--- src/common/rsp_regs.svh ---
// constants of the receive stream port: register map, field positions,
// reset values and sideband position codes.
// assumes a plain register port with byte addresses and 32-bit data.
//
// Notes on behaviour
// - last output marks the final beat of each packet, only with valid.
// - data bus is 64 or 128 bits wide; data means nothing without valid.
// - on the 128-bit bus a packet may start in the lower or upper half.
// - on 64 bits, strobe bit n qualifies data byte n, bit 0 lowest.
// - 64-bit strobe is all ones except a last beat, which may be 0x0f.
// - 128-bit start code rides bits 14:10, end code bits 21:17.
// - start code top bit flags a new packet, low four bits its byte.
// - start code is only 10000, 11000 or 00000 binary.
// - end code top bit flags a packet end, low four bits its last byte.
// - end code is 10011, 10111, 11011, 11111, or 00011 when none ends.
// - error-forward stays high for a poisoned packet's whole length.
// - in a straddled beat, error-forward refers to the starting packet.
// - ecrc error flag is raised on the last beat of a failed packet.
// - valid is high only while meaningful data is presented.
// - a beat transfers only on an edge with valid and ready both high.
`ifndef RSP_REGS_SVH
`define RSP_REGS_SVH

// ****************************************************************
// register map
// ****************************************************************
`define RSP_ADDR_CTRL 8'h00
`define RSP_ADDR_STATUS 8'h04
`define RSP_ADDR_MASK 8'h08
`define RSP_ADDR_PKTCNT 8'h0c

`define RSP_CTRL_EN_BIT 0
`define RSP_CTRL_RST 1'b1
`define RSP_ST_POISON_BIT 0
`define RSP_ST_ECRC_BIT 1
`define RSP_ST_PKT_BIT 2
`define RSP_ST_W 3
`define RSP_ST_RST 3'h0
`define RSP_MASK_RST 3'h0
`define RSP_PKTCNT_W 16

// ****************************************************************
// sideband codes and strobe patterns
// ****************************************************************
`define RSP_SOF_LO 5'h10
`define RSP_SOF_HI 5'h18
`define RSP_SOF_NONE 5'h00
`define RSP_EOF_B3 5'h13
`define RSP_EOF_B7 5'h17
`define RSP_EOF_B11 5'h1b
`define RSP_EOF_B15 5'h1f
`define RSP_EOF_NONE 5'h03
`define RSP_STRB_FULL 8'hff
`define RSP_STRB_LO 8'h0f

`endif

--- src/common/rsp_pkg.sv ---
// types shared by the receive stream port.
// assumes the packet source hands over one 64-bit qword at a time.
package rsp_pkg;

    // one qword of a received packet with its framing flags
    typedef struct packed {
        logic [63:0] data;
        logic sop;
        logic eop;
        logic half;
        logic poison;
        logic ecrc;
    } rsp_qword_s;

endpackage

--- src/rsp_rx_port.sv ---
// receive stream port: packs received qwords onto the user stream,
// with sideband codes, strobes and a small register/interrupt block.
// assumes the packet source, user logic and register master share clk_sys.
`timescale 1ns/1ns
`include "rsp_regs.svh"

module rsp_rx_port #(
    parameter int DATA_W = 128,
    parameter int DEPTH = 2
) (
    input wire logic clk_sys,
    input wire logic resetn,
    input wire logic inValid,
    input wire logic [63:0] inData,
    input wire logic inSop,
    input wire logic inEop,
    input wire logic inHalf,
    input wire logic inPoison,
    input wire logic inEcrcErr,
    output logic inReady,
    output logic [DATA_W-1:0] rxData,
    output logic [DATA_W/8-1:0] rxStrobe,
    output logic rxLast,
    output logic rxValid,
    input wire logic rxReady,
    output logic [4:0] rxStartPosCode,
    output logic [4:0] rxEndPosCode,
    output logic rxErrFwd,
    output logic rxEcrcErr,
    input wire logic [7:0] regAddr,
    input wire logic [31:0] regWrData,
    input wire logic regWr,
    input wire logic regRd,
    output logic [31:0] regRdData,
    output logic irq
);

    localparam int STRB_W = DATA_W / 8;
    localparam int CNT_W = $clog2(DEPTH + 1);

    // ****************************************************************
    // qword holding store
    // ****************************************************************
    rsp_pkg::rsp_qword_s ent_q [DEPTH];
    rsp_pkg::rsp_qword_s ent_d [DEPTH];
    rsp_pkg::rsp_qword_s inEntry;
    logic [CNT_W-1:0] cnt_q;
    logic [CNT_W-1:0] cnt_d;
    logic inReady_q;
    logic inReady_d;
    logic ctrlEn_q;
    logic ctrlEn_d;

    wire logic push = inValid && inReady_q;
    wire logic [1:0] popCnt;
    wire rsp_pkg::rsp_qword_s e0 = ent_q[0];
    wire rsp_pkg::rsp_qword_s e1 = ent_q[1];
    wire logic have1 = cnt_q >= CNT_W'(1);
    wire logic have2 = cnt_q >= CNT_W'(2);

    assign inEntry = '{data: inData, sop: inSop, eop: inEop,
                       half: inHalf, poison: inPoison, ecrc: inEcrcErr};

    // ****************************************************************
    // output slot and beat formation
    // ****************************************************************
    logic rxValid_q;
    logic rxValid_d;
    logic [DATA_W-1:0] rxData_q;
    logic [STRB_W-1:0] rxStrobe_q;
    logic rxLast_q;
    logic [4:0] sof_q;
    logic [4:0] eof_q;
    logic errFwd_q;
    logic ecrc_q;

    // slot frees when empty or on a transfer, so a waiting beat holds still
    wire logic slotFree = !rxValid_q || rxReady;
    wire logic xfer = rxValid_q && rxReady;
    wire logic emitPair;
    wire logic emitSolo;
    wire logic emit = emitPair || emitSolo;

    wire logic [DATA_W-1:0] beatData;
    wire logic [STRB_W-1:0] beatStrb;
    wire logic beatLast;
    wire logic [4:0] beatSof;
    wire logic [4:0] beatEof;
    wire logic beatErr;
    wire logic beatEcrc;

    generate
        if (DATA_W == 128) begin : g_wide
            // two consecutive qwords share a beat; an end in the lower half
            // followed by a start in the upper half is a straddle
            assign emitPair = slotFree && have2;
            // a lone ending qword goes out rather than wait for a partner
            assign emitSolo = slotFree && have1 && !have2 && e0.eop;
            assign beatData = {emitPair ? e1.data : 64'h0, e0.data};
            assign beatStrb = {STRB_W{1'b1}};
            assign beatSof = e0.sop ? `RSP_SOF_LO :
                             (emitPair && e1.sop) ? `RSP_SOF_HI :
                             `RSP_SOF_NONE;
            assign beatEof = e0.eop ? (e0.half ? `RSP_EOF_B3 : `RSP_EOF_B7) :
                             (emitPair && e1.eop) ?
                             (e1.half ? `RSP_EOF_B11 : `RSP_EOF_B15) :
                             `RSP_EOF_NONE;
            assign beatLast = e0.eop || (emitPair && e1.eop);
            // the starting packet owns the flag in a straddled beat
            assign beatErr = (emitPair && e1.sop) ? e1.poison
                                                  : e0.poison;
            assign beatEcrc = e0.eop ? e0.ecrc
                                     : (emitPair && e1.eop && e1.ecrc);
        end else begin : g_narrow
            assign emitPair = 1'b0;
            assign emitSolo = slotFree && have1;
            assign beatData = e0.data;
            // a half qword at the end leaves only the low four bytes
            assign beatStrb = (e0.eop && e0.half) ? `RSP_STRB_LO
                                                  : `RSP_STRB_FULL;
            assign beatSof = `RSP_SOF_NONE;
            assign beatEof = `RSP_EOF_NONE;
            assign beatLast = e0.eop;
            assign beatErr = e0.poison;
            assign beatEcrc = e0.eop && e0.ecrc;
        end
    endgenerate

    assign popCnt = emitPair ? 2'h2 : (emitSolo ? 2'h1 : 2'h0);
    // valid drops whenever the slot frees with nothing to show
    assign rxValid_d = slotFree ? emit : rxValid_q;

    // ****************************************************************
    // store update
    // ****************************************************************
    // new qword lands just behind what survives this cycle's pop
    wire logic [CNT_W-1:0] wrSlot = CNT_W'(int'(cnt_q) - int'(popCnt));

    assign cnt_d = CNT_W'(int'(cnt_q) - int'(popCnt) + int'(push));
    // registered ready: room is judged on next cycle's fill level
    assign inReady_d = ctrlEn_q && (int'(cnt_d) < DEPTH);

    generate
        for (genvar i = 0; i < DEPTH; i++) begin : g_ent
            // an entry past the fill level keeps a stale value, never read
            localparam int SRC1 = (i + 1 < DEPTH) ? i + 1 : i;
            localparam int SRC2 = (i + 2 < DEPTH) ? i + 2 : i;
            wire rsp_pkg::rsp_qword_s shifted =
                (popCnt == 2'h2) ? ent_q[SRC2] :
                (popCnt == 2'h1) ? ent_q[SRC1] : ent_q[i];
            wire logic takeIn = push && (wrSlot == CNT_W'(i));
            assign ent_d[i] = takeIn ? inEntry : shifted;
            always_ff @(posedge clk_sys or negedge resetn) begin
                if (!resetn) begin
                    ent_q[i] <= '0;
                end else begin
                    ent_q[i] <= ent_d[i];
                end
            end
        end
    endgenerate

    always_ff @(posedge clk_sys or negedge resetn) begin
        if (!resetn) begin
            cnt_q <= '0;
            inReady_q <= 1'b0;
            rxValid_q <= 1'b0;
        end else begin
            cnt_q <= cnt_d;
            inReady_q <= inReady_d;
            rxValid_q <= rxValid_d;
        end
    end

    // beat fields load only with a new beat, otherwise they hold
    always_ff @(posedge clk_sys or negedge resetn) begin
        if (!resetn) begin
            rxData_q <= '0;
            rxStrobe_q <= '0;
            rxLast_q <= 1'b0;
            sof_q <= `RSP_SOF_NONE;
            eof_q <= `RSP_EOF_NONE;
            errFwd_q <= 1'b0;
            ecrc_q <= 1'b0;
        end else if (emit) begin
            rxData_q <= beatData;
            rxStrobe_q <= beatStrb;
            rxLast_q <= beatLast;
            sof_q <= beatSof;
            eof_q <= beatEof;
            errFwd_q <= beatErr;
            ecrc_q <= beatEcrc;
        end
    end

    // ****************************************************************
    // registers and interrupt
    // ****************************************************************
    logic [`RSP_ST_W-1:0] status_q;
    logic [`RSP_ST_W-1:0] status_d;
    logic [`RSP_ST_W-1:0] mask_q;
    logic [`RSP_ST_W-1:0] mask_d;
    logic [`RSP_PKTCNT_W-1:0] pktCnt_q;
    logic [`RSP_PKTCNT_W-1:0] pktCnt_d;
    logic [31:0] rdData_q;
    logic [31:0] rdData_d;
    logic irq_q;
    logic irq_d;
    logic pktPoison_q;
    logic pktPoison_d;

    wire logic selCtrl = regAddr == `RSP_ADDR_CTRL;
    wire logic selStatus = regAddr == `RSP_ADDR_STATUS;
    wire logic selMask = regAddr == `RSP_ADDR_MASK;
    wire logic selCnt = regAddr == `RSP_ADDR_PKTCNT;
    wire logic [`RSP_ST_W-1:0] clrBits =
        (regWr && selStatus) ? regWrData[`RSP_ST_W-1:0] : '0;
    wire logic [`RSP_ST_W-1:0] events;

    // a straddled beat's flag names the new packet, so the ending one's
    // poison is the flag of the beat taken before it
    wire logic endPoison = (sof_q == `RSP_SOF_HI) ? pktPoison_q : errFwd_q;
    assign pktPoison_d = xfer ? errFwd_q : pktPoison_q;

    // events count only on beats the user actually took
    assign events[`RSP_ST_POISON_BIT] = xfer && rxLast_q && endPoison;
    assign events[`RSP_ST_ECRC_BIT] = xfer && ecrc_q;
    assign events[`RSP_ST_PKT_BIT] = xfer && rxLast_q;

    // set after clear, so an event in the clearing cycle survives
    assign status_d = (status_q & ~clrBits) | events;
    assign mask_d = (regWr && selMask) ? regWrData[`RSP_ST_W-1:0] : mask_q;
    assign ctrlEn_d = (regWr && selCtrl) ? regWrData[`RSP_CTRL_EN_BIT]
                                         : ctrlEn_q;
    assign pktCnt_d = pktCnt_q + `RSP_PKTCNT_W'(events[`RSP_ST_PKT_BIT]);
    assign irq_d = |(status_d & mask_d);
    // unmapped addresses read as zero
    assign rdData_d = !regRd ? 32'h0 :
                      selCtrl ? {31'h0, ctrlEn_q} :
                      selStatus ? {{(32-`RSP_ST_W){1'b0}}, status_q} :
                      selMask ? {{(32-`RSP_ST_W){1'b0}}, mask_q} :
                      selCnt ? {{(32-`RSP_PKTCNT_W){1'b0}}, pktCnt_q} :
                      32'h0;

    always_ff @(posedge clk_sys or negedge resetn) begin
        if (!resetn) begin
            status_q <= `RSP_ST_RST;
            mask_q <= `RSP_MASK_RST;
            ctrlEn_q <= `RSP_CTRL_RST;
            pktCnt_q <= '0;
            rdData_q <= 32'h0;
            irq_q <= 1'b0;
            pktPoison_q <= 1'b0;
        end else begin
            status_q <= status_d;
            mask_q <= mask_d;
            ctrlEn_q <= ctrlEn_d;
            pktCnt_q <= pktCnt_d;
            rdData_q <= rdData_d;
            irq_q <= irq_d;
            pktPoison_q <= pktPoison_d;
        end
    end

    // ****************************************************************
    // outputs
    // ****************************************************************
    assign inReady = inReady_q;
    assign rxValid = rxValid_q;
    assign rxData = rxData_q;
    assign rxStrobe = rxStrobe_q;
    assign rxLast = rxLast_q;
    assign rxStartPosCode = sof_q;
    assign rxEndPosCode = eof_q;
    assign rxErrFwd = errFwd_q;
    assign rxEcrcErr = ecrc_q;
    assign regRdData = rdData_q;
    assign irq = irq_q;

endmodule

--- config.mk ---
export PLATFORM = sky130hd
export DESIGN_NAME = rsp_rx_port
export DESIGN_NICKNAME = d
export VERILOG_FILES = /design/src/common/rsp_pkg.sv /design/src/rsp_rx_port.sv
export VERILOG_INCLUDE_DIRS = /design/src /design/src/common
export SDC_FILE = /design/constraint.sdc
export NUM_CORES = 1
export LEC_CHECK = 0
export BUFFER_PORTS_ARGS = -buffer_cell sky130_fd_sc_hd__clkbuf_2
export CAP_MARGIN = 0
export CELL_PAD_IN_SITES_DETAIL_PLACEMENT = 1
export CELL_PAD_IN_SITES_GLOBAL_PLACEMENT = 2
export CORE_AREA = 2 2 192 194
export CTS_BUF_LIST = sky130_fd_sc_hd__clkbuf_4 sky130_fd_sc_hd__clkbuf_8
export CTS_CLUSTER_SIZE = 8
export DETAILED_ROUTE_END_ITERATION = 10
export DIE_AREA = 0 0 194 196
export GPL_TIMING_DRIVEN = 0
export PLACE_DENSITY = 0.93
export SKIP_LAST_GASP = 1
export SYNTH_ARGS = -nofsm -noshare
export SYNTH_HDL_FRONTEND = slang
export SYNTH_SLANG_ARGS = --single-unit
--- constraint.sdc ---
create_clock -name clk_sys -period 3.7 [get_ports clk_sys]
set_input_delay 0.555 -clock clk_sys [delete_from_list [all_inputs] [get_ports clk_sys]]
set_output_delay 0.555 -clock clk_sys [all_outputs]
set_load 0.01 [all_outputs]
* Word-level counts from Yosys, hierarchy flattened
Index checks and enable logic that the tools add are counted.
Cells by class: mux-type cells 22, add/sub/neg operators 3, equality and inequality tests 8, reductions and logical operators 28, $lt $le $gt $ge 3, bitwise logic cells 4
Operators with widths (number):
- 2-to-1 mux 69 bit | 3
- 2-to-1 mux 16 bit | 5
- 2-to-1 mux 64 bit | 1
- 2-to-1 mux 5 bit | 4
- logical AND 1 bit | 18
- adder 16 x 1 -> 16 bit | 1
- equality test 8 x 4 -> 1 bit, second input constant | 2
- 2-to-1 mux 3 bit | 4
- equality test 8 x 3 -> 1 bit, second input constant | 1
- zero test 8 bit | 1
- AND 3 bit | 2
- equality test 5 bit, second input constant | 1
- equality test 2 x 1 -> 1 bit, second input constant | 2
- 2-to-1 mux 1 bit | 4
- logical OR 1 bit | 3
- NOT 3 bit | 1
- bitwise OR 3 bit | 1
- OR reduction 3 bit | 1
- adder 2 bit | 1
- equality test 2 bit, second input constant | 1
- greater-or-equal comparator 2 x 1 -> 1 bit, second input constant | 1
- greater-or-equal comparator 2 bit, second input constant | 1
- zero test 1 bit | 2
- zero test 2 bit | 1
- other kinds (6) | 6
Storage, ports and cells: bits of input ports 115, flip-flop bits (word level) 325, logic and storage cells 97

* Longest topological paths before layout
Gate-level depths: netlist of run 1.
depth after elaboration 12, mapped depth 12

* Worst setup path before layout of run 1
No wires, ideal clock.
path type input port to flip-flop, start in rxReady, end reg ent_q, in the netlist e1[29], arrival 2.616 ns, stages on the path 11, data required time 3.575 ns, path buffers 5, setup slack 0.959 ns, library setup time 0.125 ns, path through and2b_1 > nor3_4 > buf_4 > buf_4 > ha_1 > xor2_1 > and3_1 > buf_6 > buf_6 > buf_6 > mux2_4
On the way: word-level cells in the longest chain between the ends 9, elaborated cells between the ends (all ways) 10
RTL lines:
- from (decl) | RTL line rsp_rx_port.sv:25 | input wire logic rxReady,
- logical OR 1 bit (*) | RTL line rsp_rx_port.sv:78 | wire logic slotFree = !rxValid_q || rxReady;
- logical AND 1 bit (3 in series) | RTL line rsp_rx_port.sv:98 | assign emitSolo = slotFree && have1 && !have2 && e0.eop;
- 2-to-1 mux 1 bit | RTL line rsp_rx_port.sv:129 | assign popCnt = emitPair ? 2'h2 : (emitSolo ? 2'h1 : 2'h0);
- 2-to-1 mux 2 bit (*) | RTL line rsp_rx_port.sv:129
- subtractor 2 bit (*) | RTL line rsp_rx_port.sv:137 | wire logic [CNT_W-1:0] wrSlot = CNT_W'(int'(cnt_q) - int'(popCnt));
- equality test 2 x 1 -> 1 bit (*) | RTL line rsp_rx_port.sv:151 | wire logic takeIn = push && (wrSlot == CNT_W'(i));
- logical AND 1 bit (*) | RTL line rsp_rx_port.sv:151
- to (signal, indexed assignment) | RTL line rsp_rx_port.sv:157 | ent_q[i] <= ent_d[i];
- to (decl) | RTL line rsp_rx_port.sv:44 | rsp_pkg::rsp_qword_s ent_q [DEPTH];
Every way passes the cells marked *; elsewhere a longest branch is shown, timed or not. A chain may end at the register's enable or synchronous reset.

* Final worst setup path of run 1
start reg ent_q, in the netlist e0[3], end reg ent_q, in the netlist beatData[61]
On the way: word-level cells in the longest chain between the ends 8, elaborated cells between the ends (all ways) 12
RTL lines (RTL line):
- logical AND 1 bit (*) | rsp_rx_port.sv:98
- 2-to-1 mux 1 bit (*) | rsp_rx_port.sv:129
- 2-to-1 mux 2 bit (*) | rsp_rx_port.sv:129
- subtractor 2 bit | rsp_rx_port.sv:137
- zero test 2 bit | rsp_rx_port.sv:151
- logical AND 1 bit | rsp_rx_port.sv:151
- != test 2 bit (no line) or nonzero test 2 bit (tied branches)
- AND reduction 2 bit (no line)
Marked as above.

==> impl_metrics.tcl, run 1 <==
set metrics [dict create \
    stdcell_area_mm2 0.0165 \
    finalMaxSlewViolations 0 \
    wirelength_mm 36.4 \
    overflow 0 \
    htree_num_levels 2 \
    startpoint_type "flop" \
    postRouteAntennaNets 0 \
    gp_congestion 0.749 \
    rows 70 \
    vias 9077 \
    synth_area_mm2 0.0131 \
    ir_drop_mv 0.342 \
    die_w_um 194 \
    placed_area_mm2 0.0151 \
    r2r-start "e0[3]" \
    status "complete, no violations" \
    cts_buffer_depth 3 \
    post-route-util_pct 45.6 \
    end_kind "flop" \
    crit_type "reg -> reg" \
    worstHoldStart "inData[0]" \
    p_per_area_mw_per_mm2 611 \
    fmax_mhz 307 \
    die_area_mm2 0.0380 \
    skew_ns 0.0233 \
    cap_viol_max_count 0 \
    min_period_ns 3.26 \
    finalSetupTns_ns 0 \
    finalNetCount 1472 \
    finalSetupViolCount 0 \
    ys_seq_area_share_pct 60.9 \
    firstDrtPassIters 4 \
    io_pins 307 \
    drc 0 \
    fin_cells 1872 \
    coreArea_mm2 0.0361 \
    r2r_end "beatData[61]" \
    grt_antenna_before_repair 4 \
    synth_common_cells "dfrtp_1 (318), nand2_1 (208), mux2_2 (199)" \
    syn_inst 1015 \
    grt_max_degree 108 \
    whs_path_depth 2 \
    first_iter_violations 293 \
    dp_cells 1760 \
    avgSynthCellArea_um2 12.9 \
    rsz0062_at_grt "no" \
    synth_cell_types 45 \
    grt_usage_pct 19.3 \
    clk_pin_slew_ns 0.06 \
    max-slew-margin-rel_pct 29.8 \
    reg2reg_depth 11 \
    synth_edf_count 0 \
    die_h_um 196 \
    initial_core_util_pct 36.3 \
    cts_buffers 56 \
    routedWlPerCell_um 19.4 \
    drive_above_1_share_pct 46.4 \
    via_per_inst 4.85 \
    dpl.hpwl_mm 24.9 \
    yosysWarnings 0 \
    synth.largest_area_cell "dfrtp_1" \
    r2r_slack_ns 0.44 \
    whs_ns 0.184 \
    port_buffers 255 \
    tightest_slew_ns 1.05 \
    synth_seq_cells 319 \
    areaGrowthSynthToFinish_pct 25.6 \
    critPathArrivalTime_ns 3.74 \
    power.leakage_nw 8.83 \
    hold_viol_final 0 \
    min_to "beatData[0]" \
    ys_async_sr_fraction_pct 100 \
    clock_latency_ns 0.62 \
    worstPathRequired_ns 4.18 \
    hold_class "in -> reg" \
    root_buffer "clkbuf_8" \
    grt_pass1_wl_mm 57.4 \
    grt_pass1_vias 10000 \
    ys_dominant_reg_cell "dfrtp_1" \
    cp_max_fo 10 \
    cts.sinks 319 \
    yosysMostFrequentCell "dfrtp_1" \
    nFillCells 3877 \
    synth_area_leaders "dfrtp_1 (61%), mux2_2 (17%), nand2_1 (6.0%)" \
    cts_tree "done" \
    synth_top_area_share_pct 60.7 \
    period_share_pct 88.0 \
]
[metrics by stage]
| step | setup slack [ns] | power [W] |
|---|---|---|
| final | 0.445 | 0.0101 |
| after global routing | 0.142 | 0.0106 |
| after CTS | 0.0312 | 0.0102 |
| after detailed placement | -0.421 | 0.00650 |
| after global placement | -4.83 | 0.00635 |
| after floorplan | 0.959 | 0.00571 |
[placed cells by master (no fill, tap or decap), types with 4 or more instances in the layout]
master    count
nand3_1      15
nand4_1       6
ha_1          4
clkbuf_2    254
nor2b_1       4
a22o_1       64
inv_1        10
xnor2_1      13
nand2_1     208
clkbuf_4     18
and2_1       16
conb_1       21
clkinv_2      9
buf_4        42
buf_2        23
clkbuf_1     24
clkbuf_8     74
diode_2       4
mux2_2      199
mux2_4       10
and4_1        4
nor2_1        7
dfrtp_1     318
[state kept, by name (all words and copies together) (netlist names)]
| register | flops |
|---|---|
| rxStartPosCode | 2 |
| irq | 1 |
| mask_q | 3 |
| pktPoison_q | 1 |
| rxErrFwd | 1 |
| pktCnt_q | 16 |
| rxValid | 1 |
| inReady | 1 |
| rxEndPosCode | 3 |
| status_q | 3 |
| rxData | 128 |
| rxEcrcErr | 1 |
| cnt_q | 2 |
| regRdData | 16 |
| rxStrobe | 1 |
| beatData | 64 |
| ctrlEn_q | 1 |
| e1 | 69 |
| e0 | 5 |
[worst max path at each step]
stage,from,to
after global placement,resetn,rxData[28]
final,e0[3],beatData[61]
after detailed placement,rxReady,beatData[57]
after floorplan,rxReady,e1[29]
after global routing,e0[3],beatData[58]
after CTS,e0[3],beatData[61]
[final cells by class]
| type | count | area (um2) | area share, % |
|---|---|---|---|
| Clock buffer | 91 | 1140 | 6.92 |
| Inverter | 10 | 37.5 | 0.228 |
| Antenna cell | 4 | 10.0 | 0.0608 |
| Clock inverter | 14 | 150 | 0.912 |
| Buffer | 92 | 547 | 3.32 |
| Timing Repair Buffer | 261 | 1390 | 8.45 |
| Tap cell | 468 | 586 | 3.56 |
| Sequential cell | 319 | 7980 | 48.5 |
| Multi-Input combinational cell | 613 | 4620 | 28.1 |
[routing by layer]
| layer | vias up | track usage, % | wire, um |
|---|---|---|---|
| met4 | 0 | 8.31 | 1140 |
| met1 | 4623 | 23.7 | 15100 |
| li1 | 4133 | - | - |
| met5 | - | 0 | 0 |
| met2 | 257 | 32.5 | 18000 |
| met3 | 64 | 4.83 | 2160 |
[power breakdown]
| group | internal [W] | switching [W] |
|---|---|---|
| Sequential | 0.00419 | 0.000440 |
| Combinational | 0.000945 | 0.000852 |
| Clock | 0.00216 | 0.00148 |
| Total | 0.00729 | 0.00278 |
[what timing repair did]
item / in CTS / in global routing
cloned: 0 / 0
hold buffers: 1 / 0
endpoints found under the hold margin: 18 / 0
pin swaps: 0 / 1
endpoints found under the setup margin: 10 / 9
setup buffers: 0 / 2
resized for setup: 1 / 0
[worst max-delay path, stage by stage, from the launching register on]
cell and delay, ns:
dfrtp_1 0.33, clkbuf_1 0.29, nand2_1 0.15, nor3_4 0.26
buf_4 0.26, buf_4 0.24, ha_1 0.19, xor2_1 0.27
nand3_2 0.29, buf_2 0.32, buf_4 0.24, mux2_2 0.29
[cell families after synthesis]
family	after synthesis	synth area share [%]
buffers and inverters	102	4.45
adder cells (fa/ha/maj)	4	0.382
multiplexers	213	18.6
AND/OR/NAND/NOR	277	9.29
AO/OA/AOI/OAI	82	5.25
flip-flops	319	60.9
XOR/XNOR	16	1.07
other	2	0.0573
Power figures use the tool's default switching activity.
==> run 2, diff against run 1 <==
--- a/config.mk
+++ b/config.mk
@@ -12,7 +12,7 @@
 export CELL_PAD_IN_SITES_GLOBAL_PLACEMENT = 2
 export CORE_AREA = 2 2 192 194
 export CTS_BUF_LIST = sky130_fd_sc_hd__clkbuf_4 sky130_fd_sc_hd__clkbuf_8
-export CTS_CLUSTER_SIZE = 8
+export CTS_CLUSTER_SIZE = 10
 export DETAILED_ROUTE_END_ITERATION = 10
 export DIE_AREA = 0 0 194 196
 export GPL_TIMING_DRIVEN = 0
==> constraint.sdc (replaced) <==
create_clock -name clk_sys -period 3.4 [get_ports clk_sys]
set_input_delay 0.51 -clock clk_sys [delete_from_list [all_inputs] [get_ports clk_sys]]
set_output_delay 0.51 -clock clk_sys [all_outputs]
set_load 0.01 [all_outputs]
==> run 2 against run 1 <==
  * Design area up 0.39%
  * Final cell count about the same
  * Fmax rose by 5.7%
  * Largest power group unchanged
==> impl_metrics.tcl, run 2 (synthesis gave the netlist of run 1 again) <==
set metrics [dict create \
    die_w_um 194 \
    cts.sinks 319 \
    stdcell_area_mm2 0.0165 \
    max-slew-margin-rel_pct 29.2 \
    fmax_mhz 325 \
    wirelength_mm 36.6 \
    skew_ns 0.0121 \
    grt_pass1_vias 10100 \
    coreArea_mm2 0.0361 \
    crit_path_cell_trace "and2b_1 -> nor3_4 -> buf_4 -> buf_4 -> ha_1 -> xor2_2 -> and3_1 -> buf_6 -> buf_2 -> mux2_2" \
    clk_pin_slew_ns 0.07 \
    overflow 0 \
    via_per_inst 4.86 \
    htree_num_levels 2 \
    placed_area_mm2 0.0151 \
    finalNetCount 1470 \
    cpMostUsedCell "buf_4" \
    tightest_slew_ns 1.06 \
    cap_viol_max_count 0 \
    cts_tree "done" \
    first_iter_violations 260 \
    grt_antenna_before_repair 5 \
    largest_register_ffs 128 \
    areaGrowthSynthToFinish_pct 26.1 \
    m1WireLength_mm 15.3 \
    port_buffers 255 \
    finalSetupTns_ns 0 \
    crit_type "reg -> reg" \
    end_kind "flop" \
    hold_class "in -> reg" \
    ir_drop_mv 0.373 \
    startpoint "rxValid" \
    wl_met3_mm 2.05 \
    io_pins 307 \
    cp_slowest_cell "dfrtp_1" \
    switching_share_pct 27.4 \
    r2r-start "rxValid" \
    grt_pass1_wl_mm 57.4 \
    seq_area_mm2 0.00798 \
    die_area_mm2 0.0380 \
    nFillCells 3880 \
    root_buffer "clkbuf_8" \
    cts_buffers 56 \
    hold_viol_final 0 \
    finalMaxSlewViolations 0 \
    drc 0 \
    whs_ns 0.141 \
    initial_core_util_pct 36.3 \
    p_comb_share_pct 17.6 \
    drive_above_1_share_pct 46.5 \
    dpl.hpwl_mm 24.9 \
    seqPwrFrac_pct 45.3 \
    fin_cells 1871 \
    die_h_um 196 \
    worstPathRequired_ns 3.89 \
    cp_top_family "buffers and inverters" \
    grt_usage_pct 19.3 \
    p_sw_w 0.00306 \
    postRouteAntennaNets 0 \
    p_per_area_mw_per_mm2 674 \
    final_cell_mix "dfrtp_1 (318), clkbuf_2 (254), nand2_1 (208)" \
    period_share_pct 90.5 \
    routedWlPerCell_um 19.5 \
    max_stage_delay_ns 0.46 \
    highest_layer "met4" \
    rsz0062_at_grt "no" \
    cts_buffer_depth 3 \
    rows 70 \
    post-route-util_pct 45.8 \
    critPathArrivalTime_ns 3.57 \
    power.leakage_nw 8.85 \
    min_period_ns 3.08 \
    startpoint_type "flop" \
    firstDrtPassIters 4 \
    wl_met2_mm 18.0 \
    status "complete, no violations" \
    clock_latency_ns 0.62 \
    gp_congestion 0.749 \
    finalSetupViolCount 0 \
    cp_max_fo 10 \
    dp_cells 1760 \
    cp.buffers_inverters 4 \
    multi_input_area_mm2 0.00464 \
    grt_max_degree 108 \
    clkPwrFrac_pct 37.2 \
    layout_commonest_cell "dfrtp_1" \
    worstHoldStart "inData[0]" \
    p_int_w 0.00808 \
    vias 9093 \
]
-- run 2: final timing paths --
| kind | endpoint | slack (ns) | cells past startpoint |
|---|---|---|---|
| setup / recovery | e1[63] | 0.32 | 10 |
| hold / removal | e1[5] | 0.14 | 2 |
| setup reg to reg | e1[63] | 0.32 | 10 |
| hold reg to reg | rxData[60] | 0.46 | 2 |
| max in group asynchronous | rxData[31] | 1.85 | 4 |
| min in group asynchronous | e1[61] | 0.32 | 2 |
-- run 2: repair_timing --
item / in CTS / in global routing
hold buffers: 1 / 0
setup buffers: 1 / 0
cloned: 0 / 0
gates resized for setup: 1 / 2
pin swaps: 1 / 0
setup endpoints to repair: 129 / 14
hold endpoints to repair: 18 / 0
-- run 2: area by class of cell --
class,count,share of cell area [%]
Antenna cell,5,0.0757
Buffer,91,3.28
Clock buffer,88,6.83
Sequential cell,319,48.3
Tap cell,468,3.54
Clock inverter,17,1.32
Inverter,10,0.227
Multi-Input combinational cell,613,28.1
Timing Repair Buffer,260,8.38
-- run 2: power groups by stage --
stage | combinational (W) | clock, W | sequential [W]
after CTS | 0.00199 | 0.00427 | 0.00505
after global routing | 0.00216 | 0.00444 | 0.00516
after global placement | 0.00186 | 0 | 0.00505
final | 0.00196 | 0.00414 | 0.00504
after detailed placement | 0.00197 | 0 | 0.00510
after floorplan | 0.00112 | 0 | 0.00509
-- run 2: worst reg2reg max path, delay by kind of cell, from the launching register on --
family / cells / cell delay [ns]
simple gates: 3 / 0.63
buf+inv: 4 / 0.99
xor+xnor: 1 / 0.26
fa+ha+maj: 1 / 0.23
mux: 1 / 0.39
flops: 1 / 0.46
-- run 2: stage by stage --
stage	total power [W]	setup slack (ns)
after floorplan	0.00621	0.704
after global placement	0.00691	-5.08
after detailed placement	0.00707	-0.676
after CTS	0.0113	0.0497
after global routing	0.0118	0.152
final	0.0111	0.322
-- run 2: per-layer routing --
| layer | GRT usage (%) | vias up |
|---|---|---|
| met3 | 4.87 | 66 |
| met2 | 32.4 | 256 |
| li1 | - | 4128 |
| met1 | 23.8 | 4643 |
| met5 | 0 | - |
| met4 | 8.25 | 0 |
==> run 3, diff against run 2 <==
--- a/config.mk
+++ b/config.mk
@@ -6,17 +6,17 @@
 export SDC_FILE = /design/constraint.sdc
 export NUM_CORES = 1
 export LEC_CHECK = 0
-export BUFFER_PORTS_ARGS = -buffer_cell sky130_fd_sc_hd__clkbuf_2
 export CAP_MARGIN = 0
 export CELL_PAD_IN_SITES_DETAIL_PLACEMENT = 1
 export CELL_PAD_IN_SITES_GLOBAL_PLACEMENT = 2
-export CORE_AREA = 2 2 192 194
+export CORE_AREA = 2 2 176 178
 export CTS_BUF_LIST = sky130_fd_sc_hd__clkbuf_4 sky130_fd_sc_hd__clkbuf_8
 export CTS_CLUSTER_SIZE = 10
 export DETAILED_ROUTE_END_ITERATION = 10
-export DIE_AREA = 0 0 194 196
+export DIE_AREA = 0 0 178 180
+export DONT_BUFFER_PORTS = 1
 export GPL_TIMING_DRIVEN = 0
-export PLACE_DENSITY = 0.93
+export PLACE_DENSITY = 0.94
 export SKIP_LAST_GASP = 1
 export SYNTH_ARGS = -nofsm -noshare
 export SYNTH_HDL_FRONTEND = slang
==> run 3 against run 2 <==
  * Fmax fell by 3.4%
  * Critical path depth did not move
  * Global-route usage rose by 1.6 points
  * Hold slack got worse by 0.48 ns
  * Setup slack got worse by 0.11 ns
  * Clock-buffer cell count fell by 3
  * Power fell by 9.3%
  * The flow now finishes with violations (negative hold slack)
  * Largest power group unchanged
  * Final cell count fell by 19%
==> impl_metrics.tcl, run 3 (synthesis gave the netlist of run 1 again) <==
set metrics [dict create \
    via_per_inst 5.29 \
    period_share_pct 93.8 \
    fmax_mhz 314 \
    p_per_area_mw_per_mm2 682 \
    dpl.hpwl_mm 22.1 \
    die_area_mm2 0.0320 \
    insertedDiodeCount 0 \
    cts_buffer_depth 3 \
    grt_antenna_before_repair 0 \
    max_stage_delay_ns 0.50 \
    postRouteAntennaNets 0 \
    cts_tree "done" \
    skew_ns 0.00790 \
    initial_core_util_pct 43.4 \
    hold_class "in -> async" \
    finalSetupViolCount 0 \
    fin_cells 1524 \
    firstDrtPassIters 4 \
    cts_buffers 53 \
    violations "negative hold slack" \
    die_w_um 178 \
    wirelength_mm 33.2 \
    grt_max_degree 320 \
    overflow 0 \
    first_iter_violations 289 \
    finalMaxSlewViolations 0 \
    startpoint_type "flop" \
    cap_viol_max_count 0 \
    crit_type "reg -> reg" \
    clock_latency_ns 0.56 \
    finalSetupTns_ns 0 \
    p_comb_share_pct 13.0 \
    cpMostUsedCell "buf_4" \
    layout_commonest_cell "dfrtp_1" \
    drive_above_1_share_pct 33.7 \
    p_sw_w 0.00276 \
    seqPwrFrac_pct 52.1 \
    rsz0062_at_grt "no" \
    vias 8061 \
    switching_share_pct 27.3 \
    die_h_um 180 \
    final_cell_mix "dfrtp_1 (318), nand2_1 (208), mux2_2 (199)" \
    gp_congestion 0.791 \
    cts.sinks 319 \
    post-route-util_pct 49.1 \
    clkPwrFrac_pct 34.8 \
    clk_pin_slew_ns 0.06 \
    cp_slowest_cell "dfrtp_1" \
    max-slew-margin-rel_pct 40.7 \
    grt_pass1_vias 8908 \
    grt_pass1_wl_mm 52.0 \
    largest_register_ffs 128 \
    critPathArrivalTime_ns 3.63 \
    finalNetCount 1208 \
    rows 64 \
    end_kind "flop" \
    htree_num_levels 2 \
    power.leakage_nw 7.57 \
    crit_path_cell_trace "and2b_1 -> nor3_4 -> buf_4 -> buf_4 -> ha_1 -> xor2_1 -> nand3_2 -> buf_2 -> buf_4 -> mux2_2" \
    cp_max_fo 10 \
    areaGrowthSynthToFinish_pct 12.9 \
    status "finished, violations left" \
    root_buffer "clkbuf_8" \
    dp_cells 1430 \
    drc 0 \
    io_pins 307 \
    worstPathRequired_ns 3.84 \
    port_buffers 0 \
    min_period_ns 3.19 \
    grt_usage_pct 20.9 \
    coreArea_mm2 0.0302 \
    hold_viol_final 319 \
    routedWlPerCell_um 21.8 \
    ir_drop_mv 0.306 \
    tightest_slew_ns 0.886 \
    p_int_w 0.00735 \
    whs_ns -0.338 \
]
-- run 3: cell types whose count changed in the layout (fill, tap and decap cells not counted), moves of 2 or more --
cell        before  now
buf_16           3    0
bufinv_16        5    0
clkbuf_2       254    0
clkbuf_4        13   16
clkbuf_8        76   69
clkinvlp_4       3    1
diode_2          5    0
-- run 3: power groups by stage --
stage / combinational [W] / clock, W / sequential (W)
CTS: 0.00134 / 0.00361 / 0.00528
global placement: 0.00124 / 0 / 0.00529
global route: 0.00148 / 0.00379 / 0.00538
detailed placement: 0.00133 / 0 / 0.00534
floorplan: 0.00112 / 0 / 0.00509
finish: 0.00132 / 0.00352 / 0.00527
-- run 3: path summary, 6_finish.rpt --
| path | startpoint | to | slack [ns] | depth (start not counted) |
|---|---|---|---|---|
| worst max-delay path | rxValid | beatData[56] | 0.21 | 10 |
| worst min-delay path | resetn | e1[29] | -0.34 | 0 |
| worst max register to register | rxValid | beatData[56] | 0.21 | 10 |
| worst min register to register | beatData[39] | rxData[39] | 0.46 | 2 |
| max in group asynchronous | resetn | e1[49] | 3.35 | 0 |
| min in group clk_sys | inEop | e0[3] | 0.09 | 2 |
-- run 3: per-stage QoR --
stage / power, W / cell area [um2] / setup WS [ns]
floorplan: 0.00621 / 13200 / 0.704
global placement: 0.00653 / 13700 / -0.197
detailed placement: 0.00666 / 13700 / -0.260
CTS: 0.0102 / 14800 / 0.207
global route: 0.0106 / 14800 / 0.0381
finish: 0.0101 / 14800 / 0.212
-- run 3: what timing repair did --
item,CTS,global route
endpoints found under the hold margin,319,319
endpoints found under the setup margin,124,7
pin swaps,1,0
resized for setup,1,0
buffers inserted,1,0
-- run 3: worst max-delay path, delay by kind of cell (launching register included) --
family                   cells  cell delay [ns]
adder cells (fa/ha/maj)      1             0.18
multiplexers                 1             0.28
XOR/XNOR                     1             0.32
flip-flops                   1             0.50
buffers and inverters        4             1.02
AND/OR/NAND/NOR              3             0.76
-- run 3: cell type report --
class                      count  area, um2
sequential                   319       7980
fill                        3106      15400
tap                          396        495
inverter                      10       37.5
multi-input combinational    613       4620
clock buffer                  85       1070
timing repair buffer           1       7.51
clock inverter                 9       47.5
buffer                        91        543
-- run 3: routing by layer --
metal	track usage, %	part of all wire [%]	up-vias
met3	7.95	9.3	55
met1	24.9	39	4153
li1	-	-	3582
met2	34.6	48	271
met5	0	0	-
met4	7.21	3.0	0
